--- config.mk ---
export PLATFORM = sky130hd
export DESIGN_NAME = phy_link_power_config_regs
export DESIGN_NICKNAME = d
export VERILOG_FILES = /design/src/include/phy_cfg_pkg.sv /design/src/hw/phy_link_power_config_regs.sv /design/src/hw/pd_field_apply.sv
export SDC_FILE = /design/constraint.sdc
export NUM_CORES = 1
export LEC_CHECK = 0
export BUFFER_PORTS_ARGS = -buffer_cell sky130_fd_sc_hd__buf_2
export CORE_ASPECT_RATIO = 0.7
export CORE_MARGIN = 1
export CORE_UTILIZATION = 40
export DETAILED_ROUTE_END_ITERATION = 7
export PLACE_DENSITY_LB_ADDON = 0.08
export SLEW_MARGIN = 20
export SYNTH_ARGS = -nofsm -noshare
export SYNTH_HDL_FRONTEND = slang
export SYNTH_SLANG_ARGS = --single-unit
--- constraint.sdc ---
create_clock -name SYS_CLK -period 1.35 [get_ports SYS_CLK]
set_input_delay 0.0675 -clock SYS_CLK [delete_from_list [all_inputs] [get_ports SYS_CLK]]
set_output_delay 0.0675 -clock SYS_CLK [all_outputs]
set_load 0.03 [all_outputs]
--- src/include/phy_cfg_pkg.sv ---
package phy_cfg_pkg;
	// Register indices on the management port
	localparam logic [4:0] ADDR_TENBT = 5'h12;
	localparam logic [4:0] ADDR_PDTEST = 5'h13;
	localparam logic [4:0] ADDR_SPCFG = 5'h14;
	localparam logic [4:0] ADDR_PSAVE = 5'h1D;
	// Reset values
	localparam logic [15:0] TENBT_RST = 16'h7802;
	localparam logic [15:0] PDTEST_RST = 16'h0000;
	localparam logic [15:0] SPCFG_RST = 16'h0000;
	localparam logic [15:0] PSAVE_RST = 16'h0000;
	// Writable masks
	localparam logic [15:0] TENBT_WMASK = 16'h7C02;
	localparam logic [15:0] PDTEST_WMASK = 16'h01FF;
	localparam logic [15:0] SPCFG_WMASK = 16'hFE7F;
	localparam logic [15:0] PSAVE_WMASK = 16'h0E00;
	// Field positions, 10BASE-T register
	localparam int B_LINK_PULSE = 14;
	localparam int B_HEARTBEAT = 13;
	localparam int B_SQUELCH = 12;
	localparam int B_JABBER = 11;
	localparam int B_POLARITY = 0;
	localparam int B_TENBT_TOP = 15;
	// Field positions, specified configuration register
	localparam int B_FORCE_SD = 13;
	localparam int B_PREAMBLE = 11;
	localparam int B_TX_10M_POWER_SAVING = 10;
	localparam int B_AN_PWR_DIS = 9;
	localparam int B_XOVER = 7;
	localparam int B_AN_LOOP = 6;
	localparam int B_XOVER_VAL = 5;
	localparam int B_XOVER_OVR = 4;
	localparam int B_RMII_VER = 1;
	localparam int B_POWER_DOWN_VALUE = 0;
	// Field position, power saving register
	localparam int B_PRE_LONG = 11;
	// Count of power-down test fields
	localparam int PD_FIELDS = 9;
	// Preamble reductions in bits
	localparam logic [3:0] PRE_CUT_LONG = 4'hA;
	localparam logic [3:0] PRE_CUT_SHORT = 4'h5;
	localparam logic [3:0] PRE_CUT_NONE = 4'h0;
endpackage

--- src/hw/phy_link_power_config_regs.sv ---
`timescale 1ns/1ns
// Overview of operation
// - Link pulse enable; cleared forces good link in 10M only
// - Heartbeat enable, ignored in full duplex
// - Jabber enable in 10M full or loopback
// - Polarity reversed status follows 10BASE-T logic
// - Top reserved 10BASE-T bit reads zero
// - Nine power-down test bits, read-write
// - Shared value drives selected power-down fields
// - Force 100M signal detect good
// - Preamble cut ten or five bits, only while 10M transmit power saving is also on
// - 10M transmit power saving enable
// - Autoneg power saving, inverted sense
// - Crossover status: one crossed, zero straight
// - Autoneg digital loopback test
// - Crossover override follows force-value bit
module phy_link_power_config_regs
	import phy_cfg_pkg::*;
(
	input wire logic SYS_CLK,
	input wire logic SYS_RST,
	input wire logic [4:0] ADDR,
	input wire logic [15:0] WDATA,
	input wire logic WR,
	input wire logic RD,
	output logic [15:0] RDATA,
	input wire logic SPEED_10M,
	input wire logic FULL_DUPLEX,
	input wire logic LOOPBACK_10M,
	input wire logic RX_POL_REV,
	input wire logic AUTO_XOVER,
	input wire logic SIG_DETECT_100,
	output logic LINK_PULSE_TX,
	output logic LINK_GOOD_FORCE,
	output logic HEARTBEAT_ON,
	output logic SQUELCH_NORMAL,
	output logic JABBER_ON,
	output logic SIG_DETECT_OUT,
	output logic [3:0] PREAMBLE_CUT,
	output logic TX10M_SAVE,
	output logic AN_PWR_SAVE,
	output logic AN_LOOPBACK,
	output logic XOVER_MDIX,
	output logic RMII_V10,
	output logic [PD_FIELDS-1:0] PD_CTRL
);
	// Stored register bits
	logic [15:0] tenbt;
	logic [15:0] pdtest;
	logic [15:0] spcfg;
	logic [15:0] psave;
	// Live status bits
	logic polarity_reversed;
	logic crossover_status;
	logic [15:0] next_rdata;

	// Merge write data into writable bits only
	function automatic logic [15:0] merge(input logic [15:0] old, input logic [15:0] wd,
		input logic [15:0] m);
		merge = (old & ~m) | (wd & m);
	endfunction

	// Write strobe aimed at one register index
	function automatic logic reg_hit(input logic strobe, input logic [4:0] idx, input logic [4:0] a);
		reg_hit = strobe && (idx == a);
	endfunction

	// 10BASE-T register writes; top bit never stored
	always_ff @(posedge SYS_CLK) begin
		if (SYS_RST) begin
			tenbt <= TENBT_RST;
		end else if (reg_hit(WR, ADDR, ADDR_TENBT)) begin
			tenbt <= merge(tenbt, WDATA, TENBT_WMASK);
		end
	end

	// Power-down test register writes
	always_ff @(posedge SYS_CLK) begin
		if (SYS_RST) begin
			pdtest <= PDTEST_RST;
		end else if (reg_hit(WR, ADDR, ADDR_PDTEST)) begin
			pdtest <= merge(pdtest, WDATA, PDTEST_WMASK);
		end
	end

	// Specified configuration register writes
	always_ff @(posedge SYS_CLK) begin
		if (SYS_RST) begin
			spcfg <= SPCFG_RST;
		end else if (reg_hit(WR, ADDR, ADDR_SPCFG)) begin
			spcfg <= merge(spcfg, WDATA, SPCFG_WMASK);
		end
	end

	// Power saving register writes (preamble length select)
	always_ff @(posedge SYS_CLK) begin
		if (SYS_RST) begin
			psave <= PSAVE_RST;
		end else if (reg_hit(WR, ADDR, ADDR_PSAVE)) begin
			psave <= merge(psave, WDATA, PSAVE_WMASK);
		end
	end

	// Status flops: polarity and crossover state
	always_ff @(posedge SYS_CLK) begin
		if (SYS_RST) begin
			polarity_reversed <= 1'b0;
			crossover_status <= 1'b0;
		end else begin
			polarity_reversed <= SPEED_10M & RX_POL_REV;
			if (spcfg[B_XOVER_OVR]) begin
				crossover_status <= spcfg[B_XOVER_VAL];
			end else begin
				crossover_status <= AUTO_XOVER;
			end
		end
	end

	// Read data mux
	always_comb begin
		next_rdata = 16'h0000;
		case (ADDR)
			ADDR_TENBT: begin
				next_rdata = tenbt;
				next_rdata[B_POLARITY] = polarity_reversed;
				next_rdata[B_TENBT_TOP] = 1'b0;
			end
			ADDR_PDTEST: next_rdata = pdtest;
			ADDR_SPCFG: begin
				next_rdata = spcfg;
				next_rdata[B_XOVER] = crossover_status;
			end
			ADDR_PSAVE: next_rdata = psave;
			default: next_rdata = 16'h0000;
		endcase
	end

	// Read data held only in the cycle after a read
	always_ff @(posedge SYS_CLK) begin
		if (SYS_RST) begin
			RDATA <= 16'h0000;
		end else if (RD) begin
			RDATA <= next_rdata;
		end else begin
			RDATA <= 16'h0000;
		end
	end

	// 10M link controls
	always_ff @(posedge SYS_CLK) begin
		if (SYS_RST) begin
			LINK_PULSE_TX <= 1'b0;
			LINK_GOOD_FORCE <= 1'b0;
			HEARTBEAT_ON <= 1'b0;
			SQUELCH_NORMAL <= 1'b1;
			JABBER_ON <= 1'b0;
		end else begin
			LINK_PULSE_TX <= SPEED_10M & tenbt[B_LINK_PULSE];
			LINK_GOOD_FORCE <= SPEED_10M & ~tenbt[B_LINK_PULSE];
			HEARTBEAT_ON <= tenbt[B_HEARTBEAT] & ~FULL_DUPLEX;
			SQUELCH_NORMAL <= tenbt[B_SQUELCH];
			JABBER_ON <= tenbt[B_JABBER] & SPEED_10M & (FULL_DUPLEX | LOOPBACK_10M);
		end
	end

	// Configuration controls
	always_ff @(posedge SYS_CLK) begin
		if (SYS_RST) begin
			SIG_DETECT_OUT <= 1'b0;
			PREAMBLE_CUT <= PRE_CUT_NONE;
			TX10M_SAVE <= 1'b0;
			AN_PWR_SAVE <= 1'b1;
			AN_LOOPBACK <= 1'b0;
			XOVER_MDIX <= 1'b0;
			RMII_V10 <= 1'b0;
		end else begin
			SIG_DETECT_OUT <= spcfg[B_FORCE_SD] | SIG_DETECT_100;
			if (spcfg[B_PREAMBLE] && spcfg[B_TX_10M_POWER_SAVING]) begin
				PREAMBLE_CUT <= psave[B_PRE_LONG] ? PRE_CUT_LONG : PRE_CUT_SHORT;
			end else begin
				PREAMBLE_CUT <= PRE_CUT_NONE;
			end
			TX10M_SAVE <= spcfg[B_TX_10M_POWER_SAVING];
			AN_PWR_SAVE <= ~spcfg[B_AN_PWR_DIS];
			AN_LOOPBACK <= spcfg[B_AN_LOOP];
			XOVER_MDIX <= crossover_status;
			RMII_V10 <= spcfg[B_RMII_VER];
		end
	end

	// Selected power-down fields take the shared value
	pd_field_apply #(.N(PD_FIELDS)) u_pd (
		.SYS_CLK(SYS_CLK),
		.SYS_RST(SYS_RST),
		.select(pdtest[PD_FIELDS-1:0]),
		.value(spcfg[B_POWER_DOWN_VALUE]),
		.pd_out(PD_CTRL)
	);

	// Assertions
	chk_pulse_enable: assert property (@(posedge SYS_CLK) disable iff (SYS_RST)
		SPEED_10M && !tenbt[B_LINK_PULSE] |=> LINK_GOOD_FORCE && !LINK_PULSE_TX)
		else $error("link pulses not suppressed");
	chk_heartbeat_fdx: assert property (@(posedge SYS_CLK) disable iff (SYS_RST)
		FULL_DUPLEX |=> !HEARTBEAT_ON)
		else $error("heartbeat active in full duplex");
	chk_squelch_sel: assert property (@(posedge SYS_CLK) disable iff (SYS_RST)
		WR && ADDR == ADDR_TENBT ##2 1 |-> SQUELCH_NORMAL == $past(WDATA[B_SQUELCH], 2))
		else $error("squelch select wrong");
	chk_top_zero: assert property (@(posedge SYS_CLK) disable iff (SYS_RST)
		RD && ADDR == ADDR_TENBT |=> RDATA[15] == 1'b0)
		else $error("reserved top bit read nonzero");
	chk_polarity_read: assert property (@(posedge SYS_CLK) disable iff (SYS_RST)
		SPEED_10M && RX_POL_REV ##1 RD && ADDR == ADDR_TENBT |=> RDATA[B_POLARITY])
		else $error("polarity status not reported");
	chk_pd_apply: assert property (@(posedge SYS_CLK) disable iff (SYS_RST)
		pdtest[0] && spcfg[B_POWER_DOWN_VALUE] |=> PD_CTRL[0])
		else $error("selected field not powered down");
	chk_preamble_cut: assert property (@(posedge SYS_CLK) disable iff (SYS_RST)
		spcfg[B_PREAMBLE] && spcfg[B_TX_10M_POWER_SAVING] && !psave[B_PRE_LONG] |=>
		PREAMBLE_CUT == PRE_CUT_SHORT)
		else $error("preamble reduction wrong");
	chk_an_inverted: assert property (@(posedge SYS_CLK) disable iff (SYS_RST)
		spcfg[B_AN_PWR_DIS] |=> !AN_PWR_SAVE)
		else $error("autoneg power saving sense wrong");
	chk_xover_force: assert property (@(posedge SYS_CLK) disable iff (SYS_RST)
		spcfg[B_XOVER_OVR] ##1 spcfg[B_XOVER_OVR] |=> XOVER_MDIX == $past(spcfg[B_XOVER_VAL], 2))
		else $error("crossover override ignored");
	// Link pulse and heartbeat controls
	chk_pulse_on: assert property (@(posedge SYS_CLK) disable iff (SYS_RST)
		SPEED_10M && tenbt[B_LINK_PULSE] |=> LINK_PULSE_TX && !LINK_GOOD_FORCE)
		else $error("link pulses not sent");
	chk_pulse_100m: assert property (@(posedge SYS_CLK) disable iff (SYS_RST)
		!SPEED_10M |=> !LINK_PULSE_TX && !LINK_GOOD_FORCE)
		else $error("link pulse control active outside 10M");
	chk_heartbeat_on: assert property (@(posedge SYS_CLK) disable iff (SYS_RST)
		!SYS_RST && tenbt[B_HEARTBEAT] && !FULL_DUPLEX |=> HEARTBEAT_ON)
		else $error("heartbeat missing in half duplex");
	// Jabber only in its two modes
	chk_jabber_on: assert property (@(posedge SYS_CLK) disable iff (SYS_RST)
		tenbt[B_JABBER] && SPEED_10M && (FULL_DUPLEX || LOOPBACK_10M) |=> JABBER_ON)
		else $error("jabber not enabled");
	chk_jabber_off: assert property (@(posedge SYS_CLK) disable iff (SYS_RST)
		!tenbt[B_JABBER] || !SPEED_10M || !(FULL_DUPLEX || LOOPBACK_10M) |=> !JABBER_ON)
		else $error("jabber enabled outside its modes");
	// Live status bits
	chk_polarity_clear: assert property (@(posedge SYS_CLK) disable iff (SYS_RST)
		!SYS_RST && !(SPEED_10M && RX_POL_REV) |=> !polarity_reversed)
		else $error("polarity status not cleared");
	chk_xover_auto: assert property (@(posedge SYS_CLK) disable iff (SYS_RST)
		!SYS_RST && !spcfg[B_XOVER_OVR] |-> ##2 XOVER_MDIX == $past(AUTO_XOVER, 2))
		else $error("crossover status not following detection");
	// Power-down test fields and shared value
	chk_pd_store: assert property (@(posedge SYS_CLK) disable iff (SYS_RST)
		WR && ADDR == ADDR_PDTEST |=> pdtest[PD_FIELDS-1:0] == $past(WDATA[PD_FIELDS-1:0]))
		else $error("power-down test bits not stored");
	chk_pd_unsel: assert property (@(posedge SYS_CLK) disable iff (SYS_RST)
		!pdtest[0] |=> !PD_CTRL[0])
		else $error("unselected field powered down");
	chk_pd_normal: assert property (@(posedge SYS_CLK) disable iff (SYS_RST)
		!spcfg[B_POWER_DOWN_VALUE] |=> PD_CTRL == {PD_FIELDS{1'b0}})
		else $error("power-down applied while value is normal");
	chk_pd_top: assert property (@(posedge SYS_CLK) disable iff (SYS_RST)
		pdtest[PD_FIELDS-1] && spcfg[B_POWER_DOWN_VALUE] |=> PD_CTRL[PD_FIELDS-1])
		else $error("top field not powered down");
	// Configuration controls
	chk_sd_force: assert property (@(posedge SYS_CLK) disable iff (SYS_RST)
		spcfg[B_FORCE_SD] |=> SIG_DETECT_OUT)
		else $error("signal detect not forced");
	chk_sd_normal: assert property (@(posedge SYS_CLK) disable iff (SYS_RST)
		!SYS_RST && !spcfg[B_FORCE_SD] |=> SIG_DETECT_OUT == $past(SIG_DETECT_100))
		else $error("signal detect not following input");
	chk_cut_long: assert property (@(posedge SYS_CLK) disable iff (SYS_RST)
		spcfg[B_PREAMBLE] && spcfg[B_TX_10M_POWER_SAVING] && psave[B_PRE_LONG] |=>
		PREAMBLE_CUT == PRE_CUT_LONG)
		else $error("long preamble reduction wrong");
	chk_cut_none: assert property (@(posedge SYS_CLK) disable iff (SYS_RST)
		!(spcfg[B_PREAMBLE] && spcfg[B_TX_10M_POWER_SAVING]) |=> PREAMBLE_CUT == PRE_CUT_NONE)
		else $error("preamble reduced without both enables");
	chk_tx_save: assert property (@(posedge SYS_CLK) disable iff (SYS_RST)
		!SYS_RST |=> TX10M_SAVE == $past(spcfg[B_TX_10M_POWER_SAVING]))
		else $error("10M transmit saving wrong");
	chk_an_enabled: assert property (@(posedge SYS_CLK) disable iff (SYS_RST)
		!spcfg[B_AN_PWR_DIS] |=> AN_PWR_SAVE)
		else $error("autoneg power saving not enabled");
	chk_an_loop: assert property (@(posedge SYS_CLK) disable iff (SYS_RST)
		!SYS_RST |=> AN_LOOPBACK == $past(spcfg[B_AN_LOOP]))
		else $error("autoneg loopback wrong");
	chk_rmii_sel: assert property (@(posedge SYS_CLK) disable iff (SYS_RST)
		!SYS_RST |=> RMII_V10 == $past(spcfg[B_RMII_VER]))
		else $error("RMII version select wrong");
	chk_spcfg_hold: assert property (@(posedge SYS_CLK) disable iff (SYS_RST)
		!SYS_RST && !(WR && ADDR == ADDR_SPCFG) |=> $stable(spcfg))
		else $error("configuration bits changed without a write");
	chk_spcfg_store: assert property (@(posedge SYS_CLK) disable iff (SYS_RST)
		WR && ADDR == ADDR_SPCFG |=> spcfg == $past(WDATA & SPCFG_WMASK))
		else $error("configuration write not stored");
	cov_tenbt_write: cover property (@(posedge SYS_CLK) WR && ADDR == ADDR_TENBT);
	cov_pd_on: cover property (@(posedge SYS_CLK) |PD_CTRL);
	cov_cut_long: cover property (@(posedge SYS_CLK) PREAMBLE_CUT == PRE_CUT_LONG);
	cov_xover_forced: cover property (@(posedge SYS_CLK) spcfg[B_XOVER_OVR] && XOVER_MDIX);
	cov_polarity_read: cover property (@(posedge SYS_CLK) RD && ADDR == ADDR_TENBT && polarity_reversed);
endmodule

--- src/hw/pd_field_apply.sv ---
`timescale 1ns/1ns
// Drives each selected power-down field with the shared value
module pd_field_apply
	import phy_cfg_pkg::*;
#(
	parameter int N = PD_FIELDS
) (
	input wire logic SYS_CLK,
	input wire logic SYS_RST,
	input wire logic [N-1:0] select,
	input wire logic value,
	output logic [N-1:0] pd_out
);
	// One flop per field; unselected fields stay in normal operation
	genvar i;
	generate
		for (i = 0; i < N; i++) begin : g_fld
			always_ff @(posedge SYS_CLK) begin
				if (SYS_RST) begin
					pd_out[i] <= 1'b0;
				end else begin
					pd_out[i] <= select[i] & value;
				end
			end
		end
	endgenerate
endmodule

# Yosys cells after proc, flatten, opt, wreduce, memory -nomap -nowiden
# Cells that the tools add are included.
[word_totals]
reg_bits = 106
in_bits = 31
out_inout_bits = 40
wordCells = 68
[classes]
n_eq_ne = 4
muxes = 3
bitwise_logic = 26
n_reduce_logical = 7
[op_table]
columns = ["op", "n"]
rows = [
  ["case mux 16 bit (4 select lines)", 1],
  ["equality test 5 bit, second input constant", 4],
  ["bitwise OR 16 x 12 -> 16 bit", 1],
  ["bitwise OR 16 x 15 -> 16 bit", 1],
  ["bitwise OR 16 x 9 -> 16 bit", 1],
  ["bitwise OR 9 x 16 -> 16 bit", 1],
  ["AND 1 bit", 15],
  ["logical AND 1 bit", 5],
  ["inverter 1 bit", 5],
  ["two-way mux 4 bit", 1],
  ["OR reduction 2 bit", 2],
  ["bitwise OR 1 bit", 2],
  ["two-way mux 1 bit", 1],
]

# Logic depth before layout (Yosys ltp)
# Gate-level depths: netlist (run 1).
[depth]
depth_word = 3
mapped_depth = 6
ltp_nobuf = 3

# Hierarchy
# A second synthesis (run 1) with hierarchy kept.
[unflattened]
cells_unflattened = 291
area_unflattened_um2 = 2852.7
[modules_own_cells]
columns = ["module", "n_inst", "cells_each", "area_each_um2", "seq_area_each_um2"]
rows = [
  ["phy_link_power_config_regs", 1, 273, 2593.7, 1261.2],
  ["pd_field_apply", 1, 18, 259.0, 180.2],
]

# Worst setup path before layout (run 1)
# No wires, ideal clock.
[synth_timing]
path_type = "input to register"
from = "in ADDR[3]"
to = "reg RDATA[13]"
setup_ns = 0.079
arrival_ns = 0.971
required_time_ns = 1.271
setup_slack_ns = 0.299
stages = 5
cell_sequence = "buf_4 nor3b_4 buf_6 nand3_1 a211oi_2"
[synth_between]
elab_chain_cells = 2
elab_cells_between_ends = 5
cone_classes = "eq/ne (4); mux (1)"
[synth_lines]
columns = ["item", "line", "source"]
rows = [
  ["start, declared", "phy_link_power_config_regs.sv:22", "input wire logic [4:0] ADDR,"],
  ["equality test 5 bit", "phy_link_power_config_regs.sv:122", "case (ADDR)"],
  ["case mux 16 bit (4 select lines) *", "phy_link_power_config_regs.sv:122", ""],
  ["end signal, assigned", "phy_link_power_config_regs.sv:143", "RDATA <= next_rdata;"],
  ["end, declared", "phy_link_power_config_regs.sv:26", "output logic [15:0] RDATA,"],
]
# Mark *: on every way between the ends. The rest lies on a longest branch, timed or not.
# A chain may end at the register's enable or synchronous reset.

# Worst setup path in the final report (run 1)
[layout_timing]
from = "in ADDR[1]"
to = "reg RDATA[10]"
# The elaborated chain is that of the path after synthesis.

==> results of run 1 <==
## metal layers
| layer | routed length [microns] | vias to the layer above | track usage [%] |
|---|---|---|---|
| met5 | 0 | - | 0 |
| met4 | 57 | 0 | 5.31 |
| met3 | 616 | 7 | 8.39 |
| met2 | 3070 | 97 | 30.5 |
| met1 | 3700 | 1195 | 33.1 |
| li1 | - | 1243 | - |
## critical path, delay by kind of cell
kind	cells	cell delay, ns
simple gates	1	0.22
compound gates	2	0.76
buf+inv	1	0.15
## logic make-up (layout without fill, tap and decap cells)
family                    Yosys count  after routing  synth area share, %
and+or+nand+nor                   110            110                 23.8
DFF                                72             72                 52.4
muxes                               1              1                0.364
xor gates and xnor gates            1              1                0.318
AOI/OAI and AO/OA                  80             80                 17.2
buffers and inverters              31            131                 5.95
## synth_stat cells (all sizes together) (3+ instances only)
cell / instances
dfxtp: 72
nand3: 48
o21ai: 32
a21oi: 28
buf: 19
a211oi: 14
and2: 10
clkbuf: 9
nor2: 9
and3b: 8
nor2b: 7
and3: 5
a211o: 4
nand2: 4
inv: 3
nand2b: 3
nand4: 3
## layout make-up
class / count / area [sq um] / area share, %
flip-flops and latches: 72 / 1440 / 39.6
multi-input cells: 192 / 1150 / 31.5
repair buffers: 112 / 728 / 20.0
clock buffers: 10 / 138 / 3.78
well taps: 91 / 114 / 3.13
clock inverters: 6 / 58.8 / 1.62
inverters: 3 / 11.3 / 0.309
## registers in the layout (all words and copies together), names as in the netlist, 2 cells and up
register and count:
tenbt 6, spcfg 14, psave 3, pdtest 9, u_pd.pd_out 9, RDATA 16
PREAMBLE_CUT 2
## report_power, final
part           switching, mW  internal [mW]  leakage (nW)
registers            0.00819           2.14         0.582
logic                  0.205          0.149         0.834
clock network          0.810          0.893         0.106
total                   1.02           3.18          1.52
## stage by stage
stage	cells	hold slack [ns]	TNS, ns	setup WS (ns)	total power, mW
floorplan	295	0.144	0	0.299	2.37
global placement	450	0.246	0	0.0532	2.50
detailed placement	450	0.252	-0.00109	-0.00109	2.50
CTS	486	0.00703	0	0.370	4.24
global route	486	0.0174	0	0.288	4.39
finish	486	0.0225	0	0.350	4.21
## worst paths after layout
kind,startpoint,to,slack [ns],depth (start not counted)
min,WDATA[12],spcfg[12],0.02,3
min reg2reg,spcfg[9],AN_PWR_SAVE,0.42,1
max,ADDR[1],RDATA[10],0.35,4
max reg2reg,spcfg[10],RDATA[10],0.37,3
## repair_timing
| action | 4_1_cts | 5_1_grt |
|---|---|---|
| hold endpoints to repair | 31 | 0 |
| buffers inserted | 0 | 0 |
| hold buffers | 20 | 0 |
==> metrics.md, run 1 <==
| Metric | Value |
|---|---|
| Final core occ | 56.6% |
| Critical Path Start Type | input pin |
| Starting Density | 42.8% |
| Row cnt | 24 |
| Routed WL | 7450 microns |
| Area grow syn2layout | 32.2% |
| # H-tree levels | 3 |
| Max Slew Vio Count | 0 |
| Residual DRC | 0 |
| Core Footprint | 6430 sq um |
| Crit-path max FO | 14 |
| Warnings from Yosys | 0 |
| Largest net degree at the start of global routing | 32 |
| IO Port Bufs | 70 |
| Final Hold Fails | 0 |
| Largest stage delay on the critical path | 0.64 ns |
| Antenna Nets Post-Route | 0 |
| RSZ-0062 raised after global routing | no |
| Dpl hpwl | 5190 microns |
| Vias/cell | 5.23 |
| Leading cell type in the layout, fill and taps excluded | dfxtp_1 |
| Max Root-Sink Buffers | 2 |
| Antenna violations before repair | 0 |
| Share of cells above drive strength 1 | 28.9% |
| Nets | 421 |
| Critical path endpoint category | flip-flop |
| CTS tree | built |
| Clock Pin Slew Worst Setup and Hold Paths | 0.07 ns |
| Top_reg_cell synth | dfxtp_1 |
| Post-Place Cell Area | 3240 sq um |
| CTS root buf | clkbuf_8 |
| Die ar. | 7220 sq um |
| Mapped Cells | 295 |
| Slew @ Worst Pin | 0.781 ns |
| Total gr overflow | 0 |
| Kind of critical path | input pin to flip-flop |
| Post_cts resized | 0 |
| Fin area | 3640 sq um |
| Status | finished clean |
| Io pins | 71 |
| Yosys reg bits | 72 |
| Final setup viols | 0 |
| GP Congestion | 0.769 |
| 1st-iter DRT viols | 184 |
| Cell taking the most area after synthesis | dfxtp_1 |
| Post-synth ARST share | 0% |
| Leak pwr | 1.52 nW |
| CP Data Required Time | 1.55 ns |
| Die height | 71.4 microns |
| Cell area after synthesis | 2750 sq um |
| PwrDens | 1160 nW/um^2 |
| Peak Freq | 1000 MHz |
| Diodes inserted | 0 |
| Total GRT Usage | 22.4% |
| Fillcell total | 632 |
| CP cell instances | buf_2 -> and2b_1 -> a22oi_2 -> a211oi_1 |
| EDFF count, synth | 0 |
| Mapped Nets | 326 |
| Pre-antenna DRT Iters | 4 |
| Max_slew headroom | 47.9% |
| Synth cell types | 34 |
| Vias in the first global route | 2306 |
| Peak VDD IR | 0.559 mV |
| Syn Area/Cell | 9.33 sq um |
| Clock sink total | 72 |
| WP data arrival | 1.20 ns |
| Crit path time final | 1.00 ns |
| Drt wl/cell | 15.3 microns |
| Commonest non-fill, non-tap cells in the layout | dfxtp_1, buf_2, nand3_1, o21ai_0, a21oi_1 |
| First-pass GRT wire length | 12000 microns |
| Fin Clk Skew | 0.00898 ns |
| Worst-Skew Late Latency | 0.36 ns |
| Max Cap Violations | 0 |
| Slowest cell on crit path | a22oi_2 |
| Die W | 101 microns |
| Sequential-to-total area share from yosys stat | 52.4% |
| Num CTS Buffers | 9 |
| Hold Crit Class | input pin to flip-flop |
| Tcrit/Tclk final | 74.1% |
| Largest cells by area after synthesis | dfxtp_1, nand3_1, o21ai_0, a21oi_1, a211oi_1 |
| Vias post-DR | 2542 |
| Synth top area share | 52.4% |
(Power assumes the default switching activity.)
==> inputs of run 2 (changes only) <==
==> constraint.sdc (replaced) <==
create_clock -name SYS_CLK -period 0.97 [get_ports SYS_CLK]
set_input_delay 0.0485 -clock SYS_CLK [delete_from_list [all_inputs] [get_ports SYS_CLK]]
set_output_delay 0.0485 -clock SYS_CLK [all_outputs]
set_load 0.03 [all_outputs]
==> run 2 against run 1 <==
Combinational power up 56%. Sequential cell count did not move. Die area did not move. Count of clock-buffer cells in the layout fell by 1. Global-route usage is essentially flat. Routed wire length is 1.3% lower. Total power is 50% higher. First-iteration DRC count is 33% lower. Critical path type is now flip-flop to output port. Critical endpoint is now RDATA[0]. Highest routed layer unchanged.
==> metrics.md, run 2 (synthesized netlist as in run 1, its figures left out) <==
| Metric | Value |
|---|---|
| Status | finished clean |
| Setup TNS | 0 ns (unchanged) |
| Fin cells | 506 (+4.1%) |
| CTS tree | built |
| Max_slew headroom | 77.4% (+29 points) |
| Routed WL | 7350 microns (-1.3%) |
| Crit path time final | 0.927 ns |
| Num CTS Buffers | 9 (unchanged) |
| Leak pwr | 1.64 nW (+7.6%) |
| Io pins | 71 (unchanged) |
| Tcrit/Tclk final | 95.6% |
| Die W | 101 microns (unchanged) |
| Share of cells above drive strength 1 | 33.0% (+4.2 points) |
| Max Cap Violations | 0 (unchanged) |
| Largest net degree at the start of global routing | 28 (-13%) |
| Kind of critical path | flip-flop to output port |
| Clock Pin Slew Worst Setup and Hold Paths | 0.07 ns (about the same) |
| Max reg flops | 16 (unchanged) |
| Fin Clk Skew | 0.00434 ns (-0.00464 ns) |
| Slew @ Worst Pin | 0.339 ns (-0.442 ns) |
| First-pass GRT wire length | 12000 microns (-0.18%) |
| Die ar. | 7220 sq um (unchanged) |
| # H-tree levels | 3 (unchanged) |
| Pre-antenna DRT Iters | 4 (unchanged) |
| Die height | 71.4 microns (unchanged) |
| Total GRT Usage | 22.4% (about the same) |
| Slowest cell on crit path | dfxtp_1 |
| Antenna violations before repair | 0 (unchanged) |
| Largest stage delay on the critical path | 0.34 ns (-0.30 ns) |
| Starting Density | 42.8% (unchanged) |
| GP Congestion | 0.781 (+1.5%) |
| Row cnt | 24 (unchanged) |
| Area grow syn2layout | 40.4% |
| Drt wl/cell | 14.5 microns (-5.2%) |
| Core Footprint | 6430 sq um (unchanged) |
| Diodes inserted | 0 (unchanged) |
| Fillcell total | 596 (-5.7%) |
| IO Port Bufs | 70 (unchanged) |
| Post CTS Setup Buffer Count | 0 (unchanged) |
| Final Hold Fails | 0 (unchanged) |
| Residual DRC | 0 (unchanged) |
| Crit-path max FO | 1 (-13) |
| Peak VDD IR | 1.05 mV (+88%) |
| Max Root-Sink Buffers | 2 (unchanged) |
| Leading cell type in the layout, fill and taps excluded | dfxtp_1 |
| Peak Freq | 1080 MHz |
| Vias post-DR | 2579 (+1.5%) |
| Dpl hpwl | 5290 microns (+1.9%) |
| CP Data Required Time | 0.92 ns (-0.63 ns) |
| Footprint of the multi-input gates | 1170 sq um (+2.2%) |
| Critical Path Start Type | flip-flop |
| Hold Crit Class | input pin to flip-flop |
| Register area | 1440 sq um (unchanged) |
| 1st-iter DRT viols | 124 (-33%) |
| CTS root buf | clkbuf_8 |
| CP cell instances | buf_2 |
| WP data arrival | 0.88 ns (-0.32 ns) |
| Nets | 442 (+5.0%) |
| Final setup viols | 0 (unchanged) |
| Vias/cell | 5.10 (-2.6%) |
| Clock sink total | 72 (unchanged) |
| Most flops, register | RDATA |
| Total gr overflow | 0 (unchanged) |
| Power, Total | 6.33 mW (+50%) |
| Antenna Nets Post-Route | 0 (unchanged) |
| Commonest non-fill, non-tap cells in the layout | dfxtp_1, buf_2, nand3_1, buf_4, o21ai_0 |
| CP bufs+invs | 1 (unchanged) |
| DP Cell Count | 469 (+4.2%) |
| Final core occ | 60.1% (+3.5 points) |
| Worst-Skew Late Latency | 0.35 ns (about the same) |
| Hold slack | 0.123 ns (+0.101 ns) |
| Critical path endpoint category | output port |
| PwrDens | 1640 nW/um^2 (+42%) |
| Vias in the first global route | 2391 (+3.7%) |
| Delay-heaviest family, CP | flip-flops |
| Max Slew Vio Count | 0 (unchanged) |
| Largest regs | RDATA x16, spcfg x14 |
| RSZ-0062 raised after global routing | no |
[run 2: cell count changes in the layout (fill, tap and decap cells not counted), sizes merged]
cell,change
dlygate4sd3,+2
clkinv,-2
bufinv,+2
buf,+18
[run 2: area by class of cell]
class	count	share of cell area, %
Sequential cell	72	37.3
Multi-Input combinational cell	192	30.3
Timing Repair Buffer	133	23.1
Clock buffer	9	3.20
Tap cell	91	2.95
Clock inverter	6	2.82
Inverter	3	0.291
[run 2: worst reg2reg max path: stages (launching register included)]
cell	delay, ns
dfxtp_1	0.31
and3b_1	0.17
o21ai_0	0.19
a211oi_1	0.10
[run 2: what timing repair did]
action                                 CTS  global route
hold buffers                            22             0
setup endpoints to repair                0             2
gates resized for setup                  0             3
endpoints found under the hold margin   32             0
[run 2: where the power goes]
part	internal (mW)	switching, mW
Clock	1.69	1.10
Combinational	0.258	0.297
Sequential	2.98	0.0106
[run 2: path summary, 6_finish.rpt]
| check | slack (ns) | endpoint | from | depth (start not counted) |
|---|---|---|---|---|
| setup / recovery | 0.04 | RDATA[0] | RDATA[0] | 1 |
| hold / removal | 0.12 | RDATA[10] | SYS_RST | 4 |
| setup reg to reg | 0.08 | RDATA[11] | tenbt[11] | 3 |
| hold reg to reg | 0.41 | AN_PWR_SAVE | spcfg[9] | 1 |
[run 2: through the flow]
stage | worst slack [ns] | cell area [sq um]
after CTS | 0.0249 | 3860
after global routing | 0.00417 | 3860
final | 0.0431 | 3860
after global placement | -0.298 | 3400
after floorplan | -0.0283 | 2790
after detailed placement | -0.298 | 3400
[run 2: layer usage]
metal / GRT usage (%) / share of wire [%]
met3: 6.15 / 6.4
met5: 0 / 0
met4: 6.92 / 1.1
met1: 33.0 / 50
met2: 31.6 / 43
==> inputs of run 3 (changes only) <==
--- a/config.mk
+++ b/config.mk
@@ -11,6 +11,7 @@
 export CORE_UTILIZATION = 40
 export DETAILED_ROUTE_END_ITERATION = 7
 export PLACE_DENSITY_LB_ADDON = 0.08
+export SETUP_SLACK_MARGIN = 0.5
 export SLEW_MARGIN = 20
 export SYNTH_ARGS = -nofsm -noshare
 export SYNTH_HDL_FRONTEND = slang
==> run 3 against run 2 <==
The flow now finishes with violations (hold timing). Die area did not move. Count of clock-buffer cells in the layout did not move. First-iteration DRC count fell by 7.3%. Sequential cell count did not move. Clock skew rose by 0.0030 ns. Final cell count did not move. Clock power fell by 15%. Combinational power rose by 28%. Critical path depth rose by 2. Utilization rose by 12 points. Fmax rose by 2.4%. Critical path type is now flip-flop to flip-flop. Highest routed layer unchanged.
==> metrics.md, run 3 (synthesized netlist as in run 1, its figures left out) <==
| Metric | Value |
|---|---|
| Status | finished with violations |
| Failing checks | hold timing |
| Routed WL | 8530 microns (+16%) |
| CTS tree | built |
| Largest regs | RDATA x16, spcfg x14 |
| Diodes inserted | 0 (unchanged) |
| Fin Clk Skew | 0.00739 ns (+0.00305 ns) |
| Area grow syn2layout | 68.9% |
| Delay-heaviest family, CP | compound AO/OA/AOI/OAI gates |
| Final core occ | 72.3% (+12 points) |
| CP Data Required Time | 1.23 ns (+0.31 ns) |
| Setup WS pre-CTS | -0.281 ns (+0.0165 ns) |
| Final setup viols | 0 (unchanged) |
| RSZ-0062 raised after global routing | yes |
| Peak VDD IR | 0.946 mV (-9.8%) |
| Drt wl/cell | 16.9 microns (+16%) |
| CP cell instances | and3b_1 -> o21ai_1 -> a211oi_2 |
| Die W | 101 microns (unchanged) |
| PwrDens | 1300 nW/um^2 (-21%) |
| Total gr overflow | 0 (unchanged) |
| Leading cell type in the layout, fill and taps excluded | buf_6 |
| Core Footprint | 6430 sq um (unchanged) |
| Crit path time final | 0.905 ns (-0.0214 ns) |
| CP bufs+invs | 0 (-1) |
| Footprint of the multi-input gates | 1570 sq um (+34%) |
| Final Hold Fails | 33 (+33) |
| Max Slew Vio Count | 0 (unchanged) |
| Vias post-DR | 2655 (+2.9%) |
| Vias in the first global route | 2416 (+1.0%) |
| Peak Freq | 1100 MHz (+2.4%) |
| Critical path endpoint category | flip-flop |
| Io pins | 71 (unchanged) |
| Hold Crit Class | input pin to flip-flop |
| Residual DRC | 0 (unchanged) |
| Antenna violations before repair | 0 (unchanged) |
| Max_slew headroom | 82.0% (+4.6 points) |
| WP data arrival | 1.17 ns (+0.29 ns) |
| Register area | 1540 sq um (+6.5%) |
| Clock sink total | 72 (unchanged) |
| Largest stage delay on the critical path | 0.33 ns (about the same) |
| IO Port Bufs | 70 (unchanged) |
| Hold slack | -0.125 ns (-0.248 ns) |
| DP Cell Count | 468 (-0.21%) |
| Max Cap Violations | 0 (unchanged) |
| Die height | 71.4 microns (unchanged) |
| R2R depth | 3 (unchanged) |
| Largest net degree at the start of global routing | 29 (+3.6%) |
| Critical path depth | 3 (+2) |
| Post-Place Cell Area | 3510 sq um (+3.0%) |
| Kind of critical path | flip-flop to flip-flop |
| Tcrit/Tclk final | 93.3% (-2.2 points) |
| # H-tree levels | 3 (unchanged) |
| Commonest non-fill, non-tap cells in the layout | buf_6, dfxtp_2, buf_4, nand3_2, buf_2 |
| Fin area | 4650 sq um (+20%) |
| Most flops, register | RDATA |
| Max Root-Sink Buffers | 2 (unchanged) |
| Row cnt | 24 (unchanged) |
| Final setup margin | 0.0645 ns (+0.0214 ns) |
| Slew @ Worst Pin | 0.270 ns (-0.0695 ns) |
| Crit-path max FO | 2 (+1) |
| Num CTS Buffers | 9 (unchanged) |
| First-pass GRT wire length | 13200 microns (+10%) |
| Max reg flops | 16 (unchanged) |
| 1st-iter DRT viols | 115 (-7.3%) |
| Antenna Nets Post-Route | 0 (unchanged) |
| Leak pwr | 1.79 nW (+9.2%) |
| Pre-antenna DRT Iters | 4 (unchanged) |
| Total GRT Usage | 24.6% (+2.2 points) |
| Critical Path Start Type | flip-flop |
| Worst-Skew Late Latency | 0.36 ns (about the same) |
| Nets | 441 (-0.23%) |
| Slowest cell on crit path | dfxtp_2 |
| Vias/cell | 5.25 (+2.9%) |
| CTS root buf | clkbuf_8 |
| Share of cells above drive strength 1 | 72.3% (+39 points) |
| Number of cells on the worst hold path | 2 (-2) |
| Starting Density | 42.8% (unchanged) |
| Die ar. | 7220 sq um (unchanged) |
| Fillcell total | 503 (-16%) |
| GP Congestion | 0.873 (+12%) |
| Dpl hpwl | 5360 microns (+1.4%) |
| Fin cells | 506 (unchanged) |
| Clock Pin Slew Worst Setup and Hold Paths | 0.08 ns (about the same) |
## run 3: cell count changes in the layout (fill, tap and decap cells not counted), moves of 14 or more
cell           previous run  this run
dlygate4sd3_1            22         0
o21ai_2                   0        14
nand3_1                  44        19
dfxtp_2                   0        63
dfxtp_1                  72         5
o21ai_0                  31         1
nand3_2                   4        26
buf_6                     0        68
o21ai_1                   1        17
buf_2                    69        24
## run 3: stage by stage
| step | setup TNS (ns) | hold WS (ns) | total power, mW |
|---|---|---|---|
| 2_1_floorplan | -0.285 | 0.111 | 3.36 |
| 3_3_place_gp | -6.62 | 0.231 | 3.55 |
| 3_5_place_dp | -7.33 | 0.226 | 3.55 |
| 4_1_cts | 0 | -0.152 | 6.03 |
| 5_1_grt | 0 | -0.125 | 6.26 |
| 6_report | 0 | -0.125 | 6.04 |
## run 3: area by class of cell
| class | count | area share (%) |
|---|---|---|
| Sequential cell | 72 | 33.0 |
| Multi-Input combinational cell | 194 | 33.7 |
| Clock buffer | 9 | 2.66 |
| Tap cell | 91 | 2.45 |
| Timing Repair Buffer | 130 | 26.4 |
| Clock inverter | 7 | 1.56 |
| Inverter | 3 | 0.242 |
## run 3: layer usage
layer  track usage [%]  wire (microns)  vias to the layer above
li1                  -               -                     1291
met1              37.2            4160                     1270
met2              33.6            3760                       84
met3              7.22             519                       10
met4              7.09              96                        0
met5                 0               0                        -
## run 3: worst paths after layout
kind               startpoint      endpoint  slack, ns
max reg2reg         tenbt[10]     RDATA[10]       0.06
max                 tenbt[10]     RDATA[10]       0.06
min               FULL_DUPLEX  HEARTBEAT_ON      -0.12
min reg2reg  crossover_status      RDATA[7]       0.47
## run 3: what timing repair did
action | 4_1_cts | 5_1_grt
pin swaps | 44 | 32
endpoints found under the hold margin | 35 | 35
gates cloned | 5 | 0
resized for setup | 195 | 54
setup endpoints to repair | 112 | 111
setup buffers | 11 | 6
## run 3: power by group
group | switching [mW] | leakage, nW | internal, mW
registers | 0.0173 | 0.610 | 2.97
logic | 0.388 | 1.08 | 0.320
clock network | 1.16 | 0.0952 | 1.18
total | 1.57 | 1.79 | 4.48
